File: config.mk
export PLATFORM = sky130hd
export DESIGN_NAME = codec_gain_control
export DESIGN_NICKNAME = d
export VERILOG_FILES = /design/src/hw/codec_gain_pkg.sv /design/src/hw/loop_timer.sv /design/src/hw/codec_gain_control.sv
export VERILOG_INCLUDE_DIRS = /design/src /design/src/hw
export SDC_FILE = /design/constraint.sdc
export NUM_CORES = 1
export LEC_CHECK = 0
export BUFFER_PORTS_ARGS = -buffer_cell sky130_fd_sc_hd__clkbuf_2
export CAP_MARGIN = 20
export CORE_ASPECT_RATIO = 0.75
export CORE_MARGIN = 2
export CORE_UTILIZATION = 55
export CTS_BUF_LIST = sky130_fd_sc_hd__clkbuf_4
export DETAILED_ROUTE_END_ITERATION = 8
export GPL_ROUTABILITY_DRIVEN = 0
export GPL_TIMING_DRIVEN = 0
export PLACE_DENSITY = 0.77
export SYNTH_ARGS = -nofsm -noshare
export SYNTH_HDL_FRONTEND = slang
export SYNTH_SLANG_ARGS = --single-unit
File: constraint.sdc
create_clock -name CLK_SYS -period 3.2 [get_ports CLK_SYS]
set_input_delay 0.16 -clock CLK_SYS [delete_from_list [all_inputs] [get_ports CLK_SYS]]
set_output_delay 0.16 -clock CLK_SYS [all_outputs]
set_load 0.005 [all_outputs]
File: src/hw/codec_gain_defs.svh
// Offsets, field positions, reset values and timing counts of the gain bank.
`ifndef CODEC_GAIN_DEFS_SVH
`define CODEC_GAIN_DEFS_SVH

// Register page and offsets within that page.
`define GAIN_PAGE        4'h2
`define OFS_RECORD_GAIN  6'h01
`define OFS_PLAYBACK_GAIN 6'h02

// Record gain register field positions.
`define REC_MUTE_POS     15
`define REC_GAIN_MSB     14
`define REC_GAIN_LSB     8
`define REC_UPPER_MSB    15
`define REC_UPPER_LSB    8
`define TARGET_MSB       7
`define TARGET_LSB       5
`define TCONST_MSB       4
`define TCONST_LSB       1
`define LOOP_EN_POS      0

// Playback gain register field positions.
`define LEFT_MUTE_POS    15
`define LEFT_VOL_MSB     14
`define LEFT_VOL_LSB     8
`define RIGHT_MUTE_POS   7
`define RIGHT_VOL_MSB    6
`define RIGHT_VOL_LSB    0

// Reset values.
`define MUTE_RST         1'h1
`define REC_GAIN_RST     7'h00
`define TARGET_RST       3'h0
`define TCONST_RST       4'h0
`define LOOP_EN_RST      1'h0
`define VOLUME_RST       7'h7F

// Highest distinct record gain code, 59.5 dB in half-decibel steps.
`define REC_GAIN_MAX     7'h77

// Attack times in milliseconds: 8, 11, 16, 20.
`define ATTACK0_MS       10'h008
`define ATTACK1_MS       10'h00B
`define ATTACK2_MS       10'h010
`define ATTACK3_MS       10'h014
// Decay times in milliseconds: 100, 200, 400, 500.
`define DECAY0_MS        10'h064
`define DECAY1_MS        10'h0C8
`define DECAY2_MS        10'h190
`define DECAY3_MS        10'h1F4

// System clock period and the millisecond base of the loop timer.
`define CLK_PERIOD_NS    25
`define MS_TIME_NS       1000000
`define MS_CYCLES        (`MS_TIME_NS / `CLK_PERIOD_NS)

`endif

File: src/hw/codec_gain_pkg.sv
// Types and helper functions shared by the gain bank modules.
package codec_gain_pkg;
    `include "codec_gain_defs.svh"

    // Record channel settings as seen by the analog front end.
    typedef struct packed {
        logic       record_mute_bit;
        logic [7:0] applied_gain;
        logic       loop_enable_bit;
        logic [2:0] loop_target_level;
    } record_t;

    // Playback channel settings.
    typedef struct packed {
        logic       left_playback_mute;
        logic [6:0] left_playback_volume;
        logic       right_playback_mute;
        logic [6:0] right_playback_volume;
    } playback_t;

    // Whole state of the register bank.
    typedef struct packed {
        logic        record_mute_bit;
        logic [6:0]  record_gain_field;
        logic [2:0]  loop_target_level;
        logic [3:0]  loop_time_constant;
        logic        loop_enable_bit;
        playback_t   play;
        logic [7:0]  applied_gain;
        logic [15:0] rd_data;
        logic        rd_valid;
    } bank_t;

    // Whole state of the loop timer.
    typedef struct packed {
        logic [15:0] base;
        logic [9:0]  attack_ms;
        logic [9:0]  decay_ms;
        logic        attack_tick;
        logic        decay_tick;
    } timer_t;

    // Turns a two-bit selector into attack or decay time in milliseconds.
    function automatic logic [9:0] time_ms(input logic [1:0] sel,
                                           input logic       decay);
        logic [9:0] ms;
        ms = 10'h000;
        case (sel)
            2'h0: ms = decay ? `DECAY0_MS : `ATTACK0_MS;
            2'h1: ms = decay ? `DECAY1_MS : `ATTACK1_MS;
            2'h2: ms = decay ? `DECAY2_MS : `ATTACK2_MS;
            default: ms = decay ? `DECAY3_MS : `ATTACK3_MS;
        endcase
        return ms;
    endfunction
endpackage

File: src/hw/loop_timer.sv
// Attack and decay tick generator paced by the system clock.
`timescale 1ns/1ps
`include "codec_gain_defs.svh"
module loop_timer
    import codec_gain_pkg::*;
#(
    parameter int MS_CYCLES = `MS_CYCLES
) (
    // Clock and reset.
    input  wire logic       clk_sys,
    input  wire logic       rst,
    // Settings from the register bank.
    input  wire logic       enable,
    input  wire logic [3:0] tconst,
    // Tick outputs.
    output logic            attack_tick,
    output logic            decay_tick
);
    localparam logic [15:0] MS_LAST = 16'(MS_CYCLES - 1);

    timer_t     st_r;       // Registered timer state.
    timer_t     st_nxt;     // Next timer state.
    logic       ms_hit;     // Last clock of one millisecond.
    logic [9:0] attack_lim; // Selected attack time.
    logic [9:0] decay_lim;  // Selected decay time.

    // Times are counted in system clocks, so they do not follow the sample rate.
    assign ms_hit     = (st_r.base == MS_LAST);
    assign attack_lim = time_ms(tconst[1:0], 1'b0);
    assign decay_lim  = time_ms(tconst[3:2], 1'b1);

    // Counts milliseconds and fires a tick when each selected time is reached.
    always_comb begin
        st_nxt             = st_r;
        st_nxt.attack_tick = 1'b0;
        st_nxt.decay_tick  = 1'b0;
        if (!enable) begin
            // Counters rest while the loop is off.
            st_nxt.base      = 16'h0000;
            st_nxt.attack_ms = 10'h000;
            st_nxt.decay_ms  = 10'h000;
        end else if (ms_hit) begin
            st_nxt.base = 16'h0000;
            // A setting shortened to or below the running count ends the period at the next millisecond end.
            if (st_r.attack_ms + 10'h001 >= attack_lim) begin
                st_nxt.attack_ms   = 10'h000;
                st_nxt.attack_tick = 1'b1;
            end else begin
                st_nxt.attack_ms = st_r.attack_ms + 10'h001;
            end
            if (st_r.decay_ms + 10'h001 >= decay_lim) begin
                st_nxt.decay_ms   = 10'h000;
                st_nxt.decay_tick = 1'b1;
            end else begin
                st_nxt.decay_ms = st_r.decay_ms + 10'h001;
            end
        end else begin
            st_nxt.base = st_r.base + 16'h0001;
        end
    end

    // Registers the timer state.
    always_ff @(posedge clk_sys) begin
        if (rst) begin
            st_r <= '0;
        end else begin
            st_r <= st_nxt;
        end
    end

    assign attack_tick = st_r.attack_tick;
    assign decay_tick  = st_r.decay_tick;
endmodule // loop_timer

File: src/hw/codec_gain_control.sv
// Record and playback gain register bank with its loop timer.
`timescale 1ns/1ps
`include "codec_gain_defs.svh"
// Behaviour
// - Record mute bit silences record, resets set.
// - Record gain half-dB steps, clamps at 59.5.
// - Loop on: upper byte reads loop gain.
// - Target level selects loop aim, resets 000.
// - Time constant selects attack and decay times.
// - Loop times independent of sample rate.
// - Enable bit hands gain to loop.
// - Left mute bit silences left, resets set.
// - Left volume attenuates, resets all ones.
// - Right mute bit silences right, resets set.
// - Right volume attenuates, resets all ones.
// - Both registers on page two, offsets 1,2.
module codec_gain_control
    import codec_gain_pkg::*;
#(
    parameter int MS_CYCLES = `MS_CYCLES
) (
    // Clock and reset.
    input  wire logic        CLK_SYS,
    input  wire logic        RST,
    // Register access port.
    input  wire logic [3:0]  REG_PAGE,
    input  wire logic [5:0]  REG_ADDR,
    input  wire logic        REG_WR,
    input  wire logic [15:0] REG_WDATA,
    input  wire logic        REG_RD,
    output logic [15:0]      REG_RDATA,
    output logic             REG_RVALID,
    // Gain currently applied by the automatic loop.
    input  wire logic [7:0]  AGC_GAIN,
    // Settings to the channels.
    output record_t          REC_OUT,
    output playback_t        PLAY_OUT,
    output logic [3:0]       LOOP_TIME_CONSTANT,
    output logic             ATTACK_TICK,
    output logic             DECAY_TICK
);
    bank_t st_r;     // Registered bank state.
    bank_t st_nxt;   // Next bank state.
    logic  hit_rec;  // Access addresses the record gain register.
    logic  hit_play; // Access addresses the playback gain register.

    // Clamps the stored record gain code to the top distinct step.
    function automatic logic [7:0] clamp_gain(input logic [6:0] code);
        return (code > `REC_GAIN_MAX) ? {1'b0, `REC_GAIN_MAX} : {1'b0, code};
    endfunction

    // Decodes page and offset; other pages belong to other blocks.
    always_comb begin
        hit_rec  = 1'b0;
        hit_play = 1'b0;
        if (REG_PAGE != `GAIN_PAGE) begin
            hit_rec  = 1'b0;
        end else if (REG_ADDR == `OFS_RECORD_GAIN) begin
            hit_rec  = 1'b1;
        end else if (REG_ADDR == `OFS_PLAYBACK_GAIN) begin
            hit_play = 1'b1;
        end
    end

    // Computes the next bank state from writes, reads and the loop gain.
    always_comb begin
        st_nxt          = st_r;
        st_nxt.rd_valid = 1'b0;
        if (REG_WR && hit_rec) begin
            // While the loop runs, the upper byte is read only.
            if (!st_r.loop_enable_bit) begin
                st_nxt.record_mute_bit   = REG_WDATA[`REC_MUTE_POS];
                st_nxt.record_gain_field =
                    REG_WDATA[`REC_GAIN_MSB:`REC_GAIN_LSB];
            end
            st_nxt.loop_target_level  =
                REG_WDATA[`TARGET_MSB:`TARGET_LSB];
            st_nxt.loop_time_constant =
                REG_WDATA[`TCONST_MSB:`TCONST_LSB];
            st_nxt.loop_enable_bit    = REG_WDATA[`LOOP_EN_POS];
        end else if (REG_WR && hit_play) begin
            st_nxt.play.left_playback_mute    =
                REG_WDATA[`LEFT_MUTE_POS];
            st_nxt.play.left_playback_volume  =
                REG_WDATA[`LEFT_VOL_MSB:`LEFT_VOL_LSB];
            st_nxt.play.right_playback_mute   =
                REG_WDATA[`RIGHT_MUTE_POS];
            st_nxt.play.right_playback_volume =
                REG_WDATA[`RIGHT_VOL_MSB:`RIGHT_VOL_LSB];
        end
        // The applied gain follows the loop or the programmed field.
        if (st_nxt.loop_enable_bit) begin
            st_nxt.applied_gain = AGC_GAIN;
        end else begin
            st_nxt.applied_gain = clamp_gain(st_nxt.record_gain_field);
        end
        // A read answers one clock later; unmapped offsets read zero.
        if (REG_RD) begin
            st_nxt.rd_valid = 1'b1;
            if (hit_rec) begin
                if (st_r.loop_enable_bit) begin
                    st_nxt.rd_data[`REC_UPPER_MSB:`REC_UPPER_LSB] =
                        AGC_GAIN;
                end else begin
                    st_nxt.rd_data[`REC_UPPER_MSB:`REC_UPPER_LSB] =
                        {st_r.record_mute_bit, st_r.record_gain_field};
                end
                st_nxt.rd_data[`TARGET_MSB:0] = {st_r.loop_target_level,
                    st_r.loop_time_constant, st_r.loop_enable_bit};
            end else if (hit_play) begin
                st_nxt.rd_data = st_r.play;
            end else begin
                st_nxt.rd_data = 16'h0000;
            end
        end
    end

    // Registers the bank state; reset loads the documented defaults.
    always_ff @(posedge CLK_SYS) begin
        if (RST) begin
            st_r                            <= '0;
            st_r.record_mute_bit            <= `MUTE_RST;
            st_r.record_gain_field          <= `REC_GAIN_RST;
            st_r.loop_target_level          <= `TARGET_RST;
            st_r.loop_time_constant         <= `TCONST_RST;
            st_r.loop_enable_bit            <= `LOOP_EN_RST;
            st_r.play.left_playback_mute    <= `MUTE_RST;
            st_r.play.left_playback_volume  <= `VOLUME_RST;
            st_r.play.right_playback_mute   <= `MUTE_RST;
            st_r.play.right_playback_volume <= `VOLUME_RST;
        end else begin
            st_r <= st_nxt;
        end
    end

    // Drives the channel settings straight from the bank flops.
    assign REC_OUT = '{record_mute_bit:   st_r.record_mute_bit,
                       applied_gain:      st_r.applied_gain,
                       loop_enable_bit:   st_r.loop_enable_bit,
                       loop_target_level: st_r.loop_target_level};
    assign PLAY_OUT                  = st_r.play;
    assign LOOP_TIME_CONSTANT        = st_r.loop_time_constant;
    assign REG_RDATA                 = st_r.rd_data;
    assign REG_RVALID                = st_r.rd_valid;

    // Paces the loop in real time, whatever the record sample rate.
    loop_timer #(
        .MS_CYCLES (MS_CYCLES)
    ) loop_timer_inst (
        .clk_sys     (CLK_SYS),
        .rst         (RST),
        .enable      (st_r.loop_enable_bit),
        .tconst      (st_r.loop_time_constant),
        .attack_tick (ATTACK_TICK),
        .decay_tick  (DECAY_TICK)
    );
endmodule // codec_gain_control

# Word level (Yosys, flattened, before mapping)
# Cells that the tools add are included.
[word_totals] regBits=95 inputBits=38 output_inout_bits=52
[classes] add_sub_neg=3 magnitude_cmp=3 n_eq_ne=8 n_mux=19 bitwise_logic=3 reduce_logical=9
[op_table] op="16-bit two-way mux" count=2
[op_table] op="9-bit case mux with 3 select lines" count=1
[op_table] op="10-bit by 1-bit adder with 10-bit output (second input constant)" count=2
[op_table] op="10-bit two-way mux" count=2
[op_table] op="16-bit by 1-bit adder with 16-bit output (second input constant)" count=1
[op_table] op="16-bit == test (second input constant)" count=1
[op_table] op="8-bit two-way mux" count=2
[op_table] op="15-bit two-way mux" count=1
[op_table] op="5-bit case mux with 3 select lines" count=1
[op_table] op="7-bit two-way mux" count=2
[op_table] op="10-bit by 5-bit >= comparator with 1-bit output" count=1
[op_table] op="10-bit by 9-bit >= comparator with 1-bit output" count=1
[op_table] op="1-bit two-way mux" count=8
[op_table] op="7-bit greater-than comparator (second input constant)" count=1
[op_table] op="6-bit by 1-bit == test with 1-bit output (second input constant)" count=1
[op_table] op="6-bit by 2-bit == test with 1-bit output (second input constant)" count=1
[op_table] op="3-bit OR reduction" count=2
[op_table] op="2-bit by 1-bit == test with 1-bit output (second input constant)" count=2
[op_table] op="2-bit == test (second input constant)" count=2
[op_table] op="2-bit logical NOT" count=2
[op_table] op="4-bit by 2-bit != test with 1-bit output (second input constant)" count=1
[op_table] op="2-bit AND reduction" count=2
[op_table] op="1-bit inverter" count=3
[op_table] op="1-bit logical AND" count=2
[op_table] op="2-bit OR reduction" count=1

# Logic depth before layout (Yosys ltp)
[depth] ltp_word=8 depth_mapped=12 mapped_depth_nobuf=11

# Cells and area by module
# Synthesis repeated with hierarchy kept, for this count alone.
[hier_totals] cells_unflattened=552 hier_area_um2=4981.0
[modules_own_cells] mod="codec_gain_control" instances=1 cells_each=326 area_per_inst_um2=2897.8
[modules_own_cells] mod="loop_timer" instances=1 cells_each=226 area_per_inst_um2=2083.2

# Worst setup path before layout
# Ideal clock, no wire load.
[synth_path] kind="flip-flop to flip-flop" start="register loop_timer_inst.st_r[2] (netlist bit)" end="register loop_timer_inst.st_r[3] (netlist bit)" setup_time_ns=0.117 arrival_ns=2.508 required_time_ns=3.083 slack_ns=0.574 path_stages_with_launch=13 cell_sequence="dfxtp_1 -> ha_1 -> and3_1 -> nand3_1 -> and2_1 -> or2_2 -> ha_1 -> o21ai_0 -> a21oi_1 -> o21ai_0 -> and2_1 -> buf_2 -> a32o_1"
[synth_between] elab_chain_len=3
[synth_lines] element="start, declared" line_no="loop_timer.sv:21" text="timer_t st_r;"
[synth_lines] element="start signal, assigned" line_no="loop_timer.sv:67" text="st_r <= st_nxt;"
[synth_lines] element="10-bit by 1-bit adder with 10-bit output *" line_no="loop_timer.sv:51, loop_timer.sv:55"
[synth_lines] element="10-bit by 9-bit >= comparator with 1-bit output" line_no="loop_timer.sv:51" text="if (st_r.decay_ms + 10'h001 >= decay_lim) begin"
[synth_lines] element="10-bit two-way mux *" line_no="loop_timer.sv:51"
# Mark *: on every way between the ends. The rest lies on a longest branch, timed or not.
# A chain may end at the register's enable or synchronous reset.

# Worst setup path in the final report
[layout_path] start="register loop_timer_inst.st_r[2] (netlist bit)" end="register loop_timer_inst.st_r[10] (netlist bit)"
# Same word-level chain as after synthesis.

==> impl_summary.txt <==
----------------------------------------------------
[Detailed routing]
  Number of nets with antenna violations after detailed routing ... 0
  Post-detailed-routing wire length ... 12400 µm
  Detailed-route wire length per cell ... 15.3 µm
  # DRC ... 8
  DR vias ... 4377
  DR vias/cell ... ~5.4
  Iteration count of the initial detailed-routing pass ... 6
  Starting DRC count in detailed routing ... 277

[Clock network]
  Clock tree from TritonCTS ... done
  Skew-Pair Late Insertion Delay ... approximately 0.45 ns
  Clock transition time at the flip-flop clock pins of the worst setup and hold paths ... 0.13 ns
  Number of buffers inserted during clock tree synthesis ... 9
  Clock root buffer ... sky130_fd_sc_hd__clkbuf_4
  Number of setup buffers added after CTS ... 0
  Number of sinks on the clock net ... 95
  Number of buffers on the longest clock path ... 2
  Number of H-tree levels ... 3

[Floorplan]
  Effective utilization at floorplan ... 57.1%
  Core Box Area ... 0.00856 mm²
  Number of standard-cell rows in the floorplan ... 29
  Die span in y ... 85.6 µm
  Top-Level Pins ... 90
  Total die area ... 0.00967 mm²
  Die X-Extent ... roughly 110 µm

[GRT]
  Largest net degree at the start of global routing ... 15
  GRT Resource Usage Total ... 26.2%
  First-pass GRT wire length ... 20200 µm
  Via count of the first global-routing pass ... 4194
  Overflow after GRT ... 0
  Antenna violations before repair ... 0

[Job]
  Max-cap viol count ... 0

[Synthesis]
  Average size of a mapped cell ... 8.53 µm²
  Cell Area, Synth ... 0.00489 mm²
  Netlist cell types ... 47
  Fraction of registers with async set/reset ... 0%
  Syn. warnings ... 0
  Most frequently used flop master after synthesis ... sky130_fd_sc_hd__dfxtp_1
  Number of flops mapped to enable cells by yosys ... 0
  Cell count after synthesis ... about 570
  Sequential element share of the synthesized area ... 38.9%
  Syn_nets ... 631
  #FFs+latches synth ... 95

[Setup path]
  Launching element type of the critical path ... flip-flop
  Maximum fanout encountered on the critical timing path ... 6
  Required time reported for the critical path endpoint ... 3.60 ns
  Crit Reg-Reg Endpoint ... loop_timer_inst.st_r[10]
  Worst Setup Path Type ... reg2reg
  Reg-to-reg critical path startpoint ... loop_timer_inst.st_r[2]
  Crit path capture type ... flip-flop
  R2r worst-path depth ... 12
  FF-to-FF setup slack ... 0.18 ns
  Worst endpoint data arrival time ... 3.42 ns

[Place]
  Worst slack after detailed placement ... 0.265 ns
  Detailed placer's ending HPWL ... 9200 µm
  Number of buffer cells added on primary ports ... 89

[Run status]
  Violations in the final reports ... design-rule violations
  Run status ... finished, violations left

[Timing]
  Worst rel slew slack ... 49.1%
  Final Hold Vio Count ... 0
  Least setup slack across all paths after layout ... 0.177 ns
  Pins over their slew limit ... 0
  Summed negative setup slack over all endpoints ... 0 ns
  Unrepaired setup endpoints after global routing ... false
  Worst Max-Slew Pin Slew ... 0.763 ns
  Final setup viols ... 0
  FMAX ... 331 MHz
  Fraction of the cycle the final worst path needs ... 94.5%
  Worst clock skew on the final layout ... 0.0198 ns
  Crit path time final ... 3.02 ns

[Power]
  Total power per unit cell area ... 328 mW/mm²
  P_leak ... ~0.0026 µW
  Worst ir drop on vdd ... 0.204 mV

[Worst hold path]
  Startpoint of the lowest-slack hold path ... REG_RD
  Hold Path Cell Cnt ... 4
  Worst min-delay path endpoint ... REG_RDATA[9]
  Classification of the worst-slack hold path ... in2reg

[Cells and area]
  Post-Route Utilization ... 68.1%
  Total number of nets in the final design ... between 700 and 800
  Number of antenna diodes ... 0
  Layout cells sized above 1 ... 23.9%
  Area growth syn-to-layout ... 19.4%

----------------------------------------------------
==> layer usage <==
| layer | share of wire, % | vias up | global-route usage [%] |
|---|---|---|---|
| met5 | 0 | - | 0 |
| met4 | 1.4 | 0 | 7.87 |
| met3 | 7.9 | 18 | 5.44 |
| met2 | 44 | 169 | 40.9 |
| met1 | 47 | 2033 | 36.9 |
| li1 | - | 2157 | - |
==> area by class of cell <==
| class | instances | area [µm²] |
|---|---|---|
| multi-input combinational | 389 | 2430 |
| buffer | 79 | 517 |
| timing repair buffer | 113 | 686 |
| inverter | 10 | 37.5 |
| tap | 108 | 135 |
| clock inverter | 6 | 51.3 |
| sequential | 95 | 1900 |
| fill | 733 | 2730 |
| clock buffer | 10 | 75.1 |
==> critical path, cell delays in order, from the launching register on <==
cell and delay [ns]:
sky130_fd_sc_hd__dfxtp_1 0.45, sky130_fd_sc_hd__ha_1 0.27, sky130_fd_sc_hd__and3_1 0.22, sky130_fd_sc_hd__nand3_1 0.14, sky130_fd_sc_hd__and2_1 0.20, sky130_fd_sc_hd__or2_2 0.29, sky130_fd_sc_hd__ha_1 0.18, sky130_fd_sc_hd__nor2_1 0.13
sky130_fd_sc_hd__nand2_1 0.06, sky130_fd_sc_hd__o21ai_0 0.47, sky130_fd_sc_hd__and2_1 0.20, sky130_fd_sc_hd__buf_2 0.17, sky130_fd_sc_hd__a32o_1 0.18
==> cells in the final DEF (no fill, tap or decap), drive strengths merged, types with 3 or more instances in the layout <==
| cell | count |
|---|---|
| and4 | 3 |
| nor2 | 53 |
| nor4 | 4 |
| nand4 | 8 |
| and3 | 8 |
| nand2b | 15 |
| mux2i | 20 |
| buf | 59 |
| a32o | 8 |
| dfxtp | 95 |
| xor2 | 13 |
| clkinv | 5 |
| dlygate4sd3 | 24 |
| a22o | 5 |
| nand2 | 73 |
| a211oi | 3 |
| and2 | 14 |
| a21oi | 27 |
| xnor2 | 11 |
| clkbuf | 119 |
| ha | 20 |
| nor3 | 6 |
| inv | 10 |
| nand3b | 19 |
| o311ai | 3 |
| o21ai | 22 |
| nand3 | 20 |
| nor2b | 12 |
| or2 | 4 |
==> logic make-up (layout without fill, tap and decap cells) <==
group                    count (synthesis)  after routing  share of synthesized area [%]
AND/OR/NAND/NOR                        244            244                           25.4
flip-flops                              95             95                           38.9
buffers and inverters                   89            218                           11.3
AO/OA/AOI/OAI                           81             81                           10.8
XOR/XNOR                                24             24                           4.30
adder cells (fa/ha/maj)                 20             20                           5.12
multiplexers                            20             20                           4.10
==> flip-flops by register name (all words and copies together), names as in the netlist <==
signal                       cells
LOOP_TIME_CONSTANT               4
PLAY_OUT                        16
REC_OUT                         13
REG_RDATA                       16
REG_RVALID                       1
loop_timer_inst.attack_tick      1
loop_timer_inst.decay_tick       1
loop_timer_inst.st_r            36
st_r                             7
==> cell usage after synthesis, drive strengths merged (12+ instances only) <==
| library cell | n | area share (%) |
|---|---|---|
| nand3 | 20 | 2.0 |
| nand3b | 19 | 2.9 |
| buf | 59 | 9.0 |
| dfxtp | 95 | 39 |
| and2 | 14 | 1.8 |
| clkbuf | 20 | 1.5 |
| o21ai | 22 | 2.3 |
| a21oi | 27 | 2.8 |
| nand2 | 73 | 5.6 |
| ha | 20 | 5.1 |
| xor2 | 13 | 2.3 |
| nand2b | 15 | 1.9 |
| mux2i | 20 | 4.1 |
| nor2 | 53 | 4.1 |
| nor2b | 12 | 1.5 |
==> metrics by stage <==
step / hold slack [ns] / instance area [µm²] / total power [µW] / instances
final: 0.197 / 5840 / 1910 / 810
after global routing: 0.168 / 5840 / 1990 / 810
after global placement: 0.388 / 5470 / 1290 / 770
after floorplan: 0.281 / 4890 / 1240 / 573
after detailed placement: 0.400 / 5470 / 1290 / 770
after CTS: 0.159 / 5840 / 1930 / 810
==> power by group <==
group	internal, µW	switching, µW	total [µW]
Combinational	52.3	56.7	109
Sequential	1180	0.482	1180
Clock	238	383	621
==> how the worst max path moves through the flow <==
| stage | startpoint | to |
|---|---|---|
| 6_report | loop_timer_inst.st_r[2] | loop_timer_inst.st_r[10] |
| 5_1_grt | loop_timer_inst.st_r[2] | loop_timer_inst.st_r[10] |
| 4_1_cts | loop_timer_inst.st_r[2] | loop_timer_inst.st_r[9] |
| 3_5_place_dp | loop_timer_inst.st_r[2] | loop_timer_inst.st_r[9] |
| 3_3_place_gp | loop_timer_inst.st_r[2] | loop_timer_inst.st_r[5] |
| 2_1_floorplan | loop_timer_inst.st_r[2] | loop_timer_inst.st_r[3] |
==> what timing repair did <==
action,4_1_cts,5_1_grt
hold endpoints to repair,38,0
resized for setup,0,0
hold buffers,24,0
endpoints found under the setup margin,0,0
Power figures use the tool's default switching activity.
